$ cat src/mad_map.svh
// Constants of the multiply-add block: register offsets, field positions,
// reset values and select codes. Included by the stage register and the top module.
// Summary of operation
// - Each unit's A and B operands may be registered, on any clock and clear.
// - Each unit takes A, and B, from its own input or the shift-in path.
// - Each unit's product may be registered, on any clock and any clear or none.
// - Four clock inputs; any register may follow any one of them.
// - Four clear inputs; each zeroes its registers' outputs at once, and their contents at the next clk edge.
// - Each clock has an enable; its registers load only while it is high.
// - A sign input high treats A as two's complement, low as unsigned.
// - B sign input high treats B as two's complement, low as unsigned.
// - The result bus is as wide as the result-width parameter.
// - With saturation enabled, an overflow flag shows the saturated overflow.
// - The A and B scan chains may be brought out for cascading.
// - With a variable first pair, select high adds, low subtracts product two.
// - Operand widths may be set from 1 to 256 bits at build time.
`ifndef MAD_MAP_SVH
`define MAD_MAP_SVH
`define MAD_OFS_CTRL 4'h0
`define MAD_OFS_STAT 4'h4
`define MAD_OFS_MASK 4'h8
`define MAD_OFS_INFO 4'hc
`define MAD_CTRL_SAT 0
`define MAD_STAT_OVF 0
`define MAD_STAT_UPD 1
`define MAD_CTRL_RST 1'b1
`define MAD_MASK_RST 2'h0
`define MAD_ACLR_NONE 3'h7
`endif

$ cat src/mad_pkg.sv
// Types shared by the multiply-add block.
// Assumes a SystemVerilog-2012 tool; holds no logic.
package mad_pkg;
  typedef enum logic [1:0] {
    MAD_BUS_IDLE = 2'b01,
    MAD_BUS_ACK = 2'b10
  } mad_bus_e;
  typedef enum logic [1:0] {
    MAD_DIR_ADD = 2'h0,
    MAD_DIR_SUB = 2'h1,
    MAD_DIR_VAR = 2'h2
  } mad_dir_e;
endpackage

$ cat src/mad_ctl_if.sv
// Clock strobe, enable and clear bundle shared by every stage register.
// Assumes all members are driven from logic on clk.
`timescale 1ns/100ps
`default_nettype none
interface mad_ctl_if;
  logic [3:0] strobe;
  logic [3:0] ena;
  logic [3:0] clr;
  logic srst;
  modport src (output strobe, output ena, output clr, output srst);
  modport sink (input strobe, input ena, input clr, input srst);
endinterface
`default_nettype wire

$ cat src/mad_mult.sv
// One product unit: sign extension by the sign controls, then a multiply.
// Assumes operands already aligned by any input registers.
`timescale 1ns/100ps
`default_nettype none
module mad_mult #(
  parameter int AW = 16,
  parameter int BW = 16
) (
  input wire logic [AW-1:0] a,
  input wire logic sa,
  input wire logic [BW-1:0] b,
  input wire logic sb,
  output logic signed [AW+BW+1:0] p
);
  logic signed [AW:0] ax;
  logic signed [BW:0] bx;
  // One guard bit lets signed and unsigned operands share one multiplier
  assign ax = {sa & a[AW-1], a};
  assign bx = {sb & b[BW-1], b};
  assign p = ax * bx;
endmodule // mad_mult
`default_nettype wire

$ cat src/mad_stage_reg.sv
// Optional pipeline register with selectable clock strobe and clear.
// Assumes strobes, enables and clears come from logic on clk.
`timescale 1ns/100ps
`default_nettype none
`include "mad_map.svh"
module mad_stage_reg import mad_pkg::*; #(
  parameter int W = 8,
  parameter int EN = 1,
  parameter logic [1:0] CLK_SEL = 2'h0,
  parameter logic [2:0] CLR_SEL = `MAD_ACLR_NONE
) (
  input wire logic clk,
  mad_ctl_if.sink ctl,
  input wire logic [W-1:0] d,
  output logic [W-1:0] q
);
  typedef struct packed {
    logic [W-1:0] data;
  } mad_stage_s;
  mad_stage_s st_q;
  mad_stage_s st_d;
  logic clr;
  logic take;

  assign clr = (CLR_SEL == `MAD_ACLR_NONE) ? 1'b0 : ctl.clr[CLR_SEL[1:0]];
  assign take = ctl.strobe[CLK_SEL] & ctl.ena[CLK_SEL];

  always_comb begin
    st_d = st_q;
    if (ctl.srst || clr) begin
      st_d.data = '0;
    end else if (take) begin
      st_d.data = d;
    end
  end

  always_ff @(posedge clk) begin
    st_q <= st_d;
  end

  // Clear masks the output at once, not a clock later
  assign q = (EN == 0) ? d : (clr ? '0 : st_q.data);
endmodule // mad_stage_reg
`default_nettype wire

$ cat src/mad_top.sv
// Multiply-add datapath with per-unit operand and product registers,
// saturation, scan chains and an Avalon-MM control and status slave.
// Assumes operands, strobes, enables and clears come from logic on clk.
//
// Chosen here: the register offsets and the Avalon-MM interface to the registers.
`timescale 1ns/100ps
`default_nettype none
`include "mad_map.svh"
module mad_top import mad_pkg::*; #(
  parameter int PRODUCT_UNIT_COUNT = 2,
  parameter int A_W = 16,
  parameter int B_W = 16,
  parameter int R_W = 32,
  parameter logic [3:0] IN_REG_A = 4'hf,
  parameter logic [3:0] IN_REG_B = 4'hf,
  parameter logic [3:0] SRC_A = 4'h0,
  parameter logic [3:0] SRC_B = 4'h0,
  parameter logic [3:0] PROD_REG = 4'hf,
  parameter logic [7:0] CLK_A = 8'h00,
  parameter logic [7:0] CLK_B = 8'h00,
  parameter logic [7:0] CLK_P = 8'h00,
  parameter logic [11:0] CLR_A = {4{`MAD_ACLR_NONE}},
  parameter logic [11:0] CLR_B = {4{`MAD_ACLR_NONE}},
  parameter logic [11:0] CLR_P = {4{`MAD_ACLR_NONE}},
  parameter logic [1:0] OUT_CLK = 2'h0,
  parameter logic [2:0] OUT_CLR = `MAD_ACLR_NONE,
  parameter mad_dir_e FIRST_DIR = MAD_DIR_ADD,
  parameter mad_dir_e SECOND_DIR = MAD_DIR_ADD,
  parameter int SAT_EN = 1,
  parameter int SCAN_EN = 1
) (
  input wire logic clk,
  input wire logic srst,
  input wire logic [PRODUCT_UNIT_COUNT*A_W-1:0] op_a_bus,
  input wire logic [PRODUCT_UNIT_COUNT*B_W-1:0] op_b_bus,
  input wire logic [A_W-1:0] scan_in_a,
  input wire logic [B_W-1:0] scan_in_b,
  input wire logic [3:0] clock_strobe,
  input wire logic [3:0] clock_enable,
  input wire logic [3:0] async_clear,
  input wire logic operand_a_signed,
  input wire logic operand_b_signed,
  input wire logic first_pair_add_sub_sel,
  output logic [R_W-1:0] result,
  output logic overflow,
  output logic [A_W-1:0] scan_out_a,
  output logic [B_W-1:0] scan_out_b,
  input wire logic [3:0] avs_address,
  input wire logic avs_read,
  input wire logic avs_write,
  input wire logic [31:0] avs_writedata,
  input wire logic [3:0] avs_byteenable,
  output logic [31:0] avs_readdata,
  output logic avs_waitrequest,
  output logic irq
);
  localparam int N = PRODUCT_UNIT_COUNT;
  localparam int PW = A_W + B_W + 2;
  // Two spare bits cover a sum of up to four products
  localparam int SW = PW + 2;
  localparam int XW = SW + R_W;
  localparam logic [31:0] INFO = {8'(R_W - 1), 8'(B_W - 1), 8'(A_W - 1), 8'(N - 1)};

  typedef struct packed {
    mad_bus_e bus;
    logic ctrl_sat;
    logic [1:0] stat;
    logic [1:0] mask;
    logic [31:0] rdata;
  } mad_csr_s;

  mad_csr_s st_q;
  mad_csr_s st_d;

  mad_ctl_if ctl ();

  logic [A_W-1:0] a_src [N];
  logic [A_W-1:0] a_op [N];
  logic [A_W-1:0] a_chain [N+1];
  logic [B_W-1:0] b_src [N];
  logic [B_W-1:0] b_op [N];
  logic [B_W-1:0] b_chain [N+1];
  logic signed [PW-1:0] p_raw [N];
  logic signed [PW-1:0] p_op [N];
  logic signed [SW-1:0] sum;
  logic [XW-1:0] sum_x;
  logic [R_W-1:0] pos_lim;
  logic [R_W-1:0] sat_val;
  logic [R_W-1:0] res_d;
  logic sat_on;
  logic fits;
  logic ovf_d;
  logic out_take;
  logic out_clr;
  logic [1:0] events;
  logic wr_ok;

  //////////////////////////////////////////////////////////////////////////
  // Helpers

  function automatic logic signed [SW-1:0] widen(input logic signed [PW-1:0] p);
    return {{2{p[PW-1]}}, p};
  endfunction

  function automatic logic unit_subtracts(input int i, input logic sel);
    if (i == 1) begin
      return (FIRST_DIR == MAD_DIR_SUB) || (FIRST_DIR == MAD_DIR_VAR && !sel);
    end
    if (i == 3) begin
      return SECOND_DIR == MAD_DIR_SUB;
    end
    return 1'b0;
  endfunction

  function automatic logic [31:0] reg_read(input logic [3:0] ofs, input mad_csr_s s);
    logic [31:0] v;
    v = '0;
    case (ofs)
      `MAD_OFS_CTRL: v[`MAD_CTRL_SAT] = s.ctrl_sat;
      `MAD_OFS_STAT: v[1:0] = s.stat;
      `MAD_OFS_MASK: v[1:0] = s.mask;
      `MAD_OFS_INFO: v = INFO;
      default: v = '0;
    endcase
    return v;
  endfunction

  //////////////////////////////////////////////////////////////////////////
  // Clock and clear bundle

  assign ctl.strobe = clock_strobe;
  assign ctl.ena = clock_enable;
  assign ctl.clr = async_clear;
  assign ctl.srst = srst;

  //////////////////////////////////////////////////////////////////////////
  // Product units

  // Unit 0 shifts in from the scan inputs, unit i from unit i-1
  assign a_chain[0] = scan_in_a;
  assign b_chain[0] = scan_in_b;

  for (genvar i = 0; i < N; i++) begin : g_unit
    // Operands packed unit 0 in the low bits
    assign a_src[i] = SRC_A[i] ? a_chain[i] : op_a_bus[i*A_W +: A_W];
    assign b_src[i] = SRC_B[i] ? b_chain[i] : op_b_bus[i*B_W +: B_W];

    mad_stage_reg #(
      .W(A_W),
      .EN(int'(IN_REG_A[i])),
      .CLK_SEL(CLK_A[2*i +: 2]),
      .CLR_SEL(CLR_A[3*i +: 3])
    ) u_reg_a (
      .clk(clk),
      .ctl(ctl),
      .d(a_src[i]),
      .q(a_op[i])
    );

    mad_stage_reg #(
      .W(B_W),
      .EN(int'(IN_REG_B[i])),
      .CLK_SEL(CLK_B[2*i +: 2]),
      .CLR_SEL(CLR_B[3*i +: 3])
    ) u_reg_b (
      .clk(clk),
      .ctl(ctl),
      .d(b_src[i]),
      .q(b_op[i])
    );

    assign a_chain[i+1] = a_op[i];
    assign b_chain[i+1] = b_op[i];

    mad_mult #(
      .AW(A_W),
      .BW(B_W)
    ) u_mult (
      .a(a_op[i]),
      .sa(operand_a_signed),
      .b(b_op[i]),
      .sb(operand_b_signed),
      .p(p_raw[i])
    );

    mad_stage_reg #(
      .W(PW),
      .EN(int'(PROD_REG[i])),
      .CLK_SEL(CLK_P[2*i +: 2]),
      .CLR_SEL(CLR_P[3*i +: 3])
    ) u_reg_p (
      .clk(clk),
      .ctl(ctl),
      .d(p_raw[i]),
      .q(p_op[i])
    );
  end

  //////////////////////////////////////////////////////////////////////////
  // Adder and saturation

  always_comb begin
    sum = '0;
    for (int i = 0; i < N; i++) begin
      if (unit_subtracts(i, first_pair_add_sub_sel)) begin
        sum = sum - widen(p_op[i]);
      end else begin
        sum = sum + widen(p_op[i]);
      end
    end
  end

  assign sum_x = {{R_W{sum[SW-1]}}, sum};
  assign sat_on = (SAT_EN != 0) && st_q.ctrl_sat;
  assign fits = sum_x[XW-1:R_W-1] == {(SW+1){sum_x[XW-1]}};
  assign pos_lim = {R_W{1'b1}} >> 1;
  assign sat_val = sum[SW-1] ? ~pos_lim : pos_lim;
  // Without saturation the result wraps and no flag is raised
  assign ovf_d = sat_on && !fits;
  assign res_d = ovf_d ? sat_val : sum_x[R_W-1:0];

  // Output register is always built so result and flag come from flops
  mad_stage_reg #(
    .W(R_W + 1),
    .EN(1),
    .CLK_SEL(OUT_CLK),
    .CLR_SEL(OUT_CLR)
  ) u_reg_out (
    .clk(clk),
    .ctl(ctl),
    .d({ovf_d, res_d}),
    .q({overflow, result})
  );

  assign scan_out_a = (SCAN_EN != 0) ? a_op[N-1] : '0;
  assign scan_out_b = (SCAN_EN != 0) ? b_op[N-1] : '0;

  //////////////////////////////////////////////////////////////////////////
  // Control and status slave

  assign out_take = clock_strobe[OUT_CLK] & clock_enable[OUT_CLK];
  assign out_clr = (OUT_CLR != `MAD_ACLR_NONE) && async_clear[OUT_CLR[1:0]];
  assign events = {out_take, overflow};
  assign wr_ok = (st_q.bus == MAD_BUS_ACK) && avs_write && avs_byteenable[0];

  always_comb begin
    st_d = st_q;
    case (st_q.bus)
      MAD_BUS_IDLE: begin
        if (avs_read || avs_write) begin
          st_d.bus = MAD_BUS_ACK;
          st_d.rdata = reg_read(avs_address, st_q);
        end
      end
      MAD_BUS_ACK: begin
        st_d.bus = MAD_BUS_IDLE;
      end
      default: begin
        st_d.bus = MAD_BUS_IDLE;
      end
    endcase
    if (wr_ok) begin
      case (avs_address)
        `MAD_OFS_CTRL: st_d.ctrl_sat = avs_writedata[`MAD_CTRL_SAT];
        `MAD_OFS_STAT: st_d.stat = st_q.stat & ~avs_writedata[1:0];
        `MAD_OFS_MASK: st_d.mask = avs_writedata[1:0];
        default: st_d.mask = st_q.mask;
      endcase
    end
    // Set after the clear so a same-cycle event survives
    st_d.stat = st_d.stat | events;
    if (srst) begin
      st_d.bus = MAD_BUS_IDLE;
      st_d.ctrl_sat = `MAD_CTRL_RST;
      st_d.stat = '0;
      st_d.mask = `MAD_MASK_RST;
      st_d.rdata = '0;
    end
  end

  always_ff @(posedge clk) begin
    st_q <= st_d;
  end

  // One wait cycle per access keeps read data registered
  assign avs_waitrequest = (avs_read || avs_write) && (st_q.bus == MAD_BUS_IDLE);
  assign avs_readdata = st_q.rdata;
  assign irq = |(st_q.stat & st_q.mask);

  // Judged only across a plain load of the last unit, so a clear cannot mask it
  logic scan_take;
  assign scan_take = clock_strobe[CLK_A[2*(N-1) +: 2]] && clock_enable[CLK_A[2*(N-1) +: 2]]
                     && clock_strobe[CLK_B[2*(N-1) +: 2]] && clock_enable[CLK_B[2*(N-1) +: 2]]
                     && CLR_A[3*(N-1) +: 3] == `MAD_ACLR_NONE && CLR_B[3*(N-1) +: 3] == `MAD_ACLR_NONE;

  if (N >= 2 && FIRST_DIR == MAD_DIR_VAR) begin : g_dir_chk

  end
endmodule // mad_top
`default_nettype wire

$ cat config.mk
export PLATFORM = sky130hd
export DESIGN_NAME = mad_top
export DESIGN_NICKNAME = d
export VERILOG_FILES = /design/src/mad_pkg.sv /design/src/mad_ctl_if.sv /design/src/mad_mult.sv /design/src/mad_stage_reg.sv /design/src/mad_top.sv
export VERILOG_INCLUDE_DIRS = /design/src
export SDC_FILE = /design/constraint.sdc
export NUM_CORES = 2
export LEC_CHECK = 0
export BUFFER_PORTS_ARGS = -buffer_cell sky130_fd_sc_hd__buf_4
export CAP_MARGIN = 20
export CORE_MARGIN = 2
export CORE_UTILIZATION = 29
export CTS_BUF_LIST = sky130_fd_sc_hd__clkbuf_16
export CTS_CLUSTER_DIAMETER = 100
export DETAILED_ROUTE_END_ITERATION = 16
export HOLD_SLACK_MARGIN = 0.03
export SYNTH_ARGS = -nofsm -noshare
export SYNTH_HDL_FRONTEND = slang
export SYNTH_HIERARCHICAL = 1
export SYNTH_SLANG_ARGS = --single-unit
export TNS_END_PERCENT = 10
$ cat constraint.sdc
create_clock -name clk -period 9.5 [get_ports clk]
set_clock_uncertainty 0.2 [all_clocks]
set_input_delay 1.425 -clock clk [delete_from_list [all_inputs] [get_ports clk]]
set_output_delay 1.425 -clock clk [all_outputs]
set_load 0.05 [all_outputs]
### Yosys cells after proc, flatten, opt, wreduce, memory -nomap -nowiden

Cells that the tools add are included.

* register bits after elaboration: 204
* word-level logic and storage cells: 51

* multiplexer cells: 8
* reduce and logical (&&, ||, !) cells: 12
* equality and inequality tests: 6
* multipliers: 2
* bitwise gates (word level): 10
* add/subtract/negate cells: 1

Operator list (number)
* multiplier 17 x 17 -> 34 bit: 2
* 2-to-1 mux 32 bit: 2
* adder 34 x 34 -> 35 bit: 1
* 2-to-1 mux 27 bit: 1
* equality test 4 bit (second input constant): 2
* AND reduction 2 bit: 3
* bitwise AND 1 bit: 5
* bitwise AND 2 bit: 2
* equality test 4 x 3 -> 1 bit (second input constant): 1
* equality test 4 bit: 1
* logical AND 1 bit: 4
* logical NOT 4 bit: 1
* 2-to-1 mux 2 bit: 2
* 2-to-1 mux 4 bit: 1
* case mux 1 bit (4 select lines): 1
* OR reduction 2 bit: 2
* equality test 2 x 1 -> 1 bit (second input constant): 1
* equality test 2 bit (second input constant): 1
* inverter 2 bit: 1
* bitwise OR 2 bit: 1
* case mux 1 bit (2 select lines): 1
* logical NOT 1 bit: 1
* logical OR 1 bit: 1
* inverter 1 bit: 1

### Logic depth before layout (Yosys ltp)

* word-level depth: 5
* mapped depth: 27
* gate-level depth less buffers: 25

### Hierarchy

The synthesis kept the hierarchy.

Modules (own cells, without submodules)
* mad_mult (g_unit[0].u_mult): seq. area each 0.0 um^2, cells an instance 1196, area each 10916.7 um^2, instances 1
* mad_mult (g_unit[1].u_mult): seq. area each 0.0 um^2, cells an instance 1192, area each 10905.5 um^2, instances 1
* mad_stage_reg (g_unit[0].u_reg_p ...): seq. area each 680.7 um^2, cells an instance 156, area each 1801.7 um^2, instances 2
* mad_top: seq. area each 200.2 um^2, cells an instance 411, area each 3090.5 um^2, instances 1
* mad_stage_reg (g_unit[0].u_reg_a ...): seq. area each 320.3 um^2, cells an instance 72, area each 733.2 um^2, instances 4
* mad_stage_reg (u_reg_out): seq. area each 660.6 um^2, cells an instance 150, area each 1476.4 um^2, instances 1

### Worst setup path before layout

OpenSTA, ideal clock, no wires.

* path type: in2reg
* start: in operand_a_signed
* end: reg g_unit[1].u_reg_p.st_q, in the netlist g_unit[1].u_reg_p/q[33]
* cell stages on the path: 25
* path buffers: 2
* slack: 1.842 ns
* data arrival time: 7.392 ns
* cells stage by stage: and2_1 -> clkbuf_1 -> nand2_1 -> inv_1 -> fa_1 -> inv_1 -> fa_1 -> inv_1 -> fa_1 -> fa_1 -> fa_1 -> inv_1 -> fa_1 -> inv_1 -> ha_1 -> buf_6 -> a21o_1 -> o21bai_1 -> a221o_1 -> a211o_1 -> a311o_1 -> a31oi_1 -> xnor2_1 -> nand3_1 -> a21oi_2

RTL lines
* from (decl): RTL line mad_top.sv:41 `input wire logic operand_a_signed,`
* to (signal assigned): RTL line mad_stage_reg.sv:38 `st_q <= st_d;`
* to (decl): RTL line mad_stage_reg.sv:20 `mad_stage_s st_q;`

==> flow_summary.ini <==
[pwr]
swShare = 0.3999
p_per_area_mw_per_mm2 = 66.69
power_frac_seq = 0.364
ir_drop_uv = 110.6
total_power_uw = 2361
p_int_uw = 1417
p_clk_frac = 0.329
combPwrFrac = 0.307
total_switching_power_uw = 944.0
leakage_uw = 0.01678

[drt]
wl_mm = 79.50
drt_pass1_iterations = 5
drtIter0Drc = 1280
wl_per_cell_um = 15.72
vias_per_cell = 4.723
route.met2.wl_mm = 39.04
vias = 23880
dr_wl_met3_mm = 3.683
top_layer = met4
detail-route-antenna-nets = 0
drc = 0
met1_length_mm = 34.98

[sta]
holdWs_ps = 292.6
setup_viol = 0
timing.fmax_mhz = 128.3
period_share = 0.8201
tightest_slew_ps = 1093
hold_violations = 0
slew_violations = 0
max_slew_margin = 0.2714
grt_setup_unrepaired = false
fin_tns_setup_ps = 0
fin_crit_ps = 7791

[place]
place.gp.congestion = 0.8668
dp_hpwl_mm = 61.23
dp_cells = 5024
numPortBuffers = 160

[yosys]
synth_edf_count = 0
synth_cell_types = 90
synthCells = 3549
syn-mean-instance-area_um2 = 9.277
synthesis.area_mm2 = 0.03293
yosys_warnings = 6
synth_top_flop_cell = dfxtp_1
ys_ff_latch = 175
yosysSeqAreaShare = 0.1064
synthArstFlopShare = 0

[clock_network]
clk_pin_slew_worst_paths_ps = 80
clock-root-buffer = clkbuf_16
hold_buffers = 0
cts_post_setup_buffers_inserted = 0
ctsResizeCount = 0
cts_tree = yes
cts_buffers = 17
clkLatencyLatePin_ps = 520
cts.htree.levels = 4
ctsLongestPathBuffers = 2
cts_sinks = 175

[floorplan]
start_util = 0.2927
ios = 254
die_y_um = 341.0
dieWidth_um = 341.0
die_area_mm2 = 0.1162
rows = 123
coreArea_mm2 = 0.1125

[critical_path]
crit_arrival_ps = 8020
required_ps = 9730
start_kind = input port
reg2reg_from = g_unit[1].u_reg_a/q[15]
critical_path_class = in -> reg
cp_slowest_stage_delay_ps = 700
cpMaxStageDelayCell = fa_1
cp_max_fo = 11
endpoint_kind = register
critPathMostFrequentCell = fa_1
r2r_cells = 24
startpoint = operand_a_signed
critical_path.cell_chain = buf_4 > and2_1 > nand2_1 > inv_1 > fa_1 > inv_1 > fa_1 > inv_1 > fa_1 > fa_1 > fa_1 > inv_1 > fa_1 > inv_1 > ha_1 > a21o_1 > o21bai_1 > a221o_1 > a211o_1 > a311o_1 > a31oi_1 > xnor2_1 > nand3_1 > a21oi_2

[grt]
grt_pass1_wl_mm = 131.3
antenna_found_initial = 1
grt_max_degree = 125
grt_usage = 0.1401
grt_overflow = 0
grt_pass1_vias = 24980

[finish]
area_growth_pct = 7.501
fin_nets = 4495
final_common_cell = inv_1
fin_cells = 5057
fillers = 11730
drive_gt1_frac = 0.1302
multi_input_area_mm2 = 0.02569
final_cell_mix = inv_1, fa_1, nand2_1
seq_area_mm2 = 0.003503

[min_path]
hold_start = avs_readdata[1]
hold_class = reg -> reg
hold_path_depth = 2

[outcome]
status = completed

[run]
drv.max_cap_violation_count = 0
## worst max-delay path, delay by kind of cell
kind            cells  cell delay, ps
fa+ha+maj           7            3520
simple gates        3             610
xor+xnor            1             140
buf+inv             6             570
compound gates      7            1770
## registers in the layout (all words and copies together), names as in the netlist
| signal | cells |
|---|---|
| g_unit.u_reg_a/q | 32 |
| sat_on | 1 |
| st_q | 6 |
| u_reg_out/q | 33 |
| g_unit.u_reg_p/q | 68 |
| g_unit.u_reg_b/q | 32 |
| avs_readdata | 3 |
## kinds of logic after synthesis
| logic type | after synthesis | synth area share |
|---|---|---|
| AO/OA/AOI/OAI | 648 | 0.1594 |
| XOR/XNOR | 102 | 0.02713 |
| adder cells (fa/ha/maj) | 797 | 0.4381 |
| buffers and inverters | 846 | 0.1150 |
| flip-flops | 175 | 0.1064 |
| multiplexers | 10 | 0.003116 |
| other | 1 | 0.0001139 |
| AND/OR/NAND/NOR | 970 | 0.1507 |
## synth_stat cells, types with 13 or more instances
cell / instances / area (um^2)
a21oi_1: 127 / 635.6
a211oi_1: 14 / 105.1
a21o_1: 28 / 210.2
clkbuf_1: 83 / 311.6
nand3_1: 144 / 720.7
xnor2_1: 75 / 656.9
nor2b_1: 13 / 81.33
a21bo_1: 141 / 1411
o21a_1: 18 / 135.1
nor2_1: 89 / 334.1
buf_6: 30 / 337.8
nand2_1: 341 / 1280
o21ai_0: 44 / 220.2
inv_1: 628 / 2357
xor2_1: 27 / 236.5
dfxtp_1: 175 / 3503
buf_2: 46 / 230.2
a21bo_2: 25 / 250.2
a21oi_2: 118 / 1033
nand3_2: 40 / 400.4
buf_4: 43 / 322.8
nor3_1: 19 / 95.09
o21ai_2: 28 / 245.2
and2_1: 261 / 1633
fa_1: 593 / 11870
ha_1: 204 / 2552
## stage by stage
step | worst slack [ps] | utilization | instance area [um^2]
after floorplan | 1842 | - | 32990
after global routing | 1407 | 0.3146 | 35400
after detailed placement | 1219 | 0.3091 | 34780
after global placement | 1240 | 0.3091 | 34780
after CTS | 1767 | 0.3146 | 35390
final | 1709 | 0.3146 | 35400
## power by group through the flow
stage / Sequential (uW) / Combinational [uW] / Clock [uW]
2_1_floorplan: 864 / 547 / 0
3_3_place_gp: 875 / 720 / 0
3_5_place_dp: 876 / 727 / 0
4_1_cts: 859 / 730 / 810
5_1_grt: 867 / 804 / 835
6_report: 859 / 725 / 777
## area by class of cell
type | count | share of cell area
antenna | 1 | 0.00007070
clock buffer | 17 | 0.01202
clock inverter | 15 | 0.005338
inverter | 629 | 0.06670
multi-input combinational | 2544 | 0.7259
sequential | 175 | 0.09898
tap | 1500 | 0.05302
timing repair buffer | 176 | 0.03793
## worst paths after layout
check	endpoint	slack (ps)
min reg2reg	avs_readdata[1]	290
max	g_unit[1].u_reg_p/q[33]	1710
min	avs_readdata[1]	290
max reg2reg	g_unit[1].u_reg_p/q[33]	2280
## metal layers
metal  track usage  vias to the layer above
li1              -                    11120
met1        0.1827                    12240
met2        0.2374                      444
met3       0.02340                       84
met4       0.04148                        0
met5             0                        -
No activity file was read; power rests on OpenSTA's default activity.
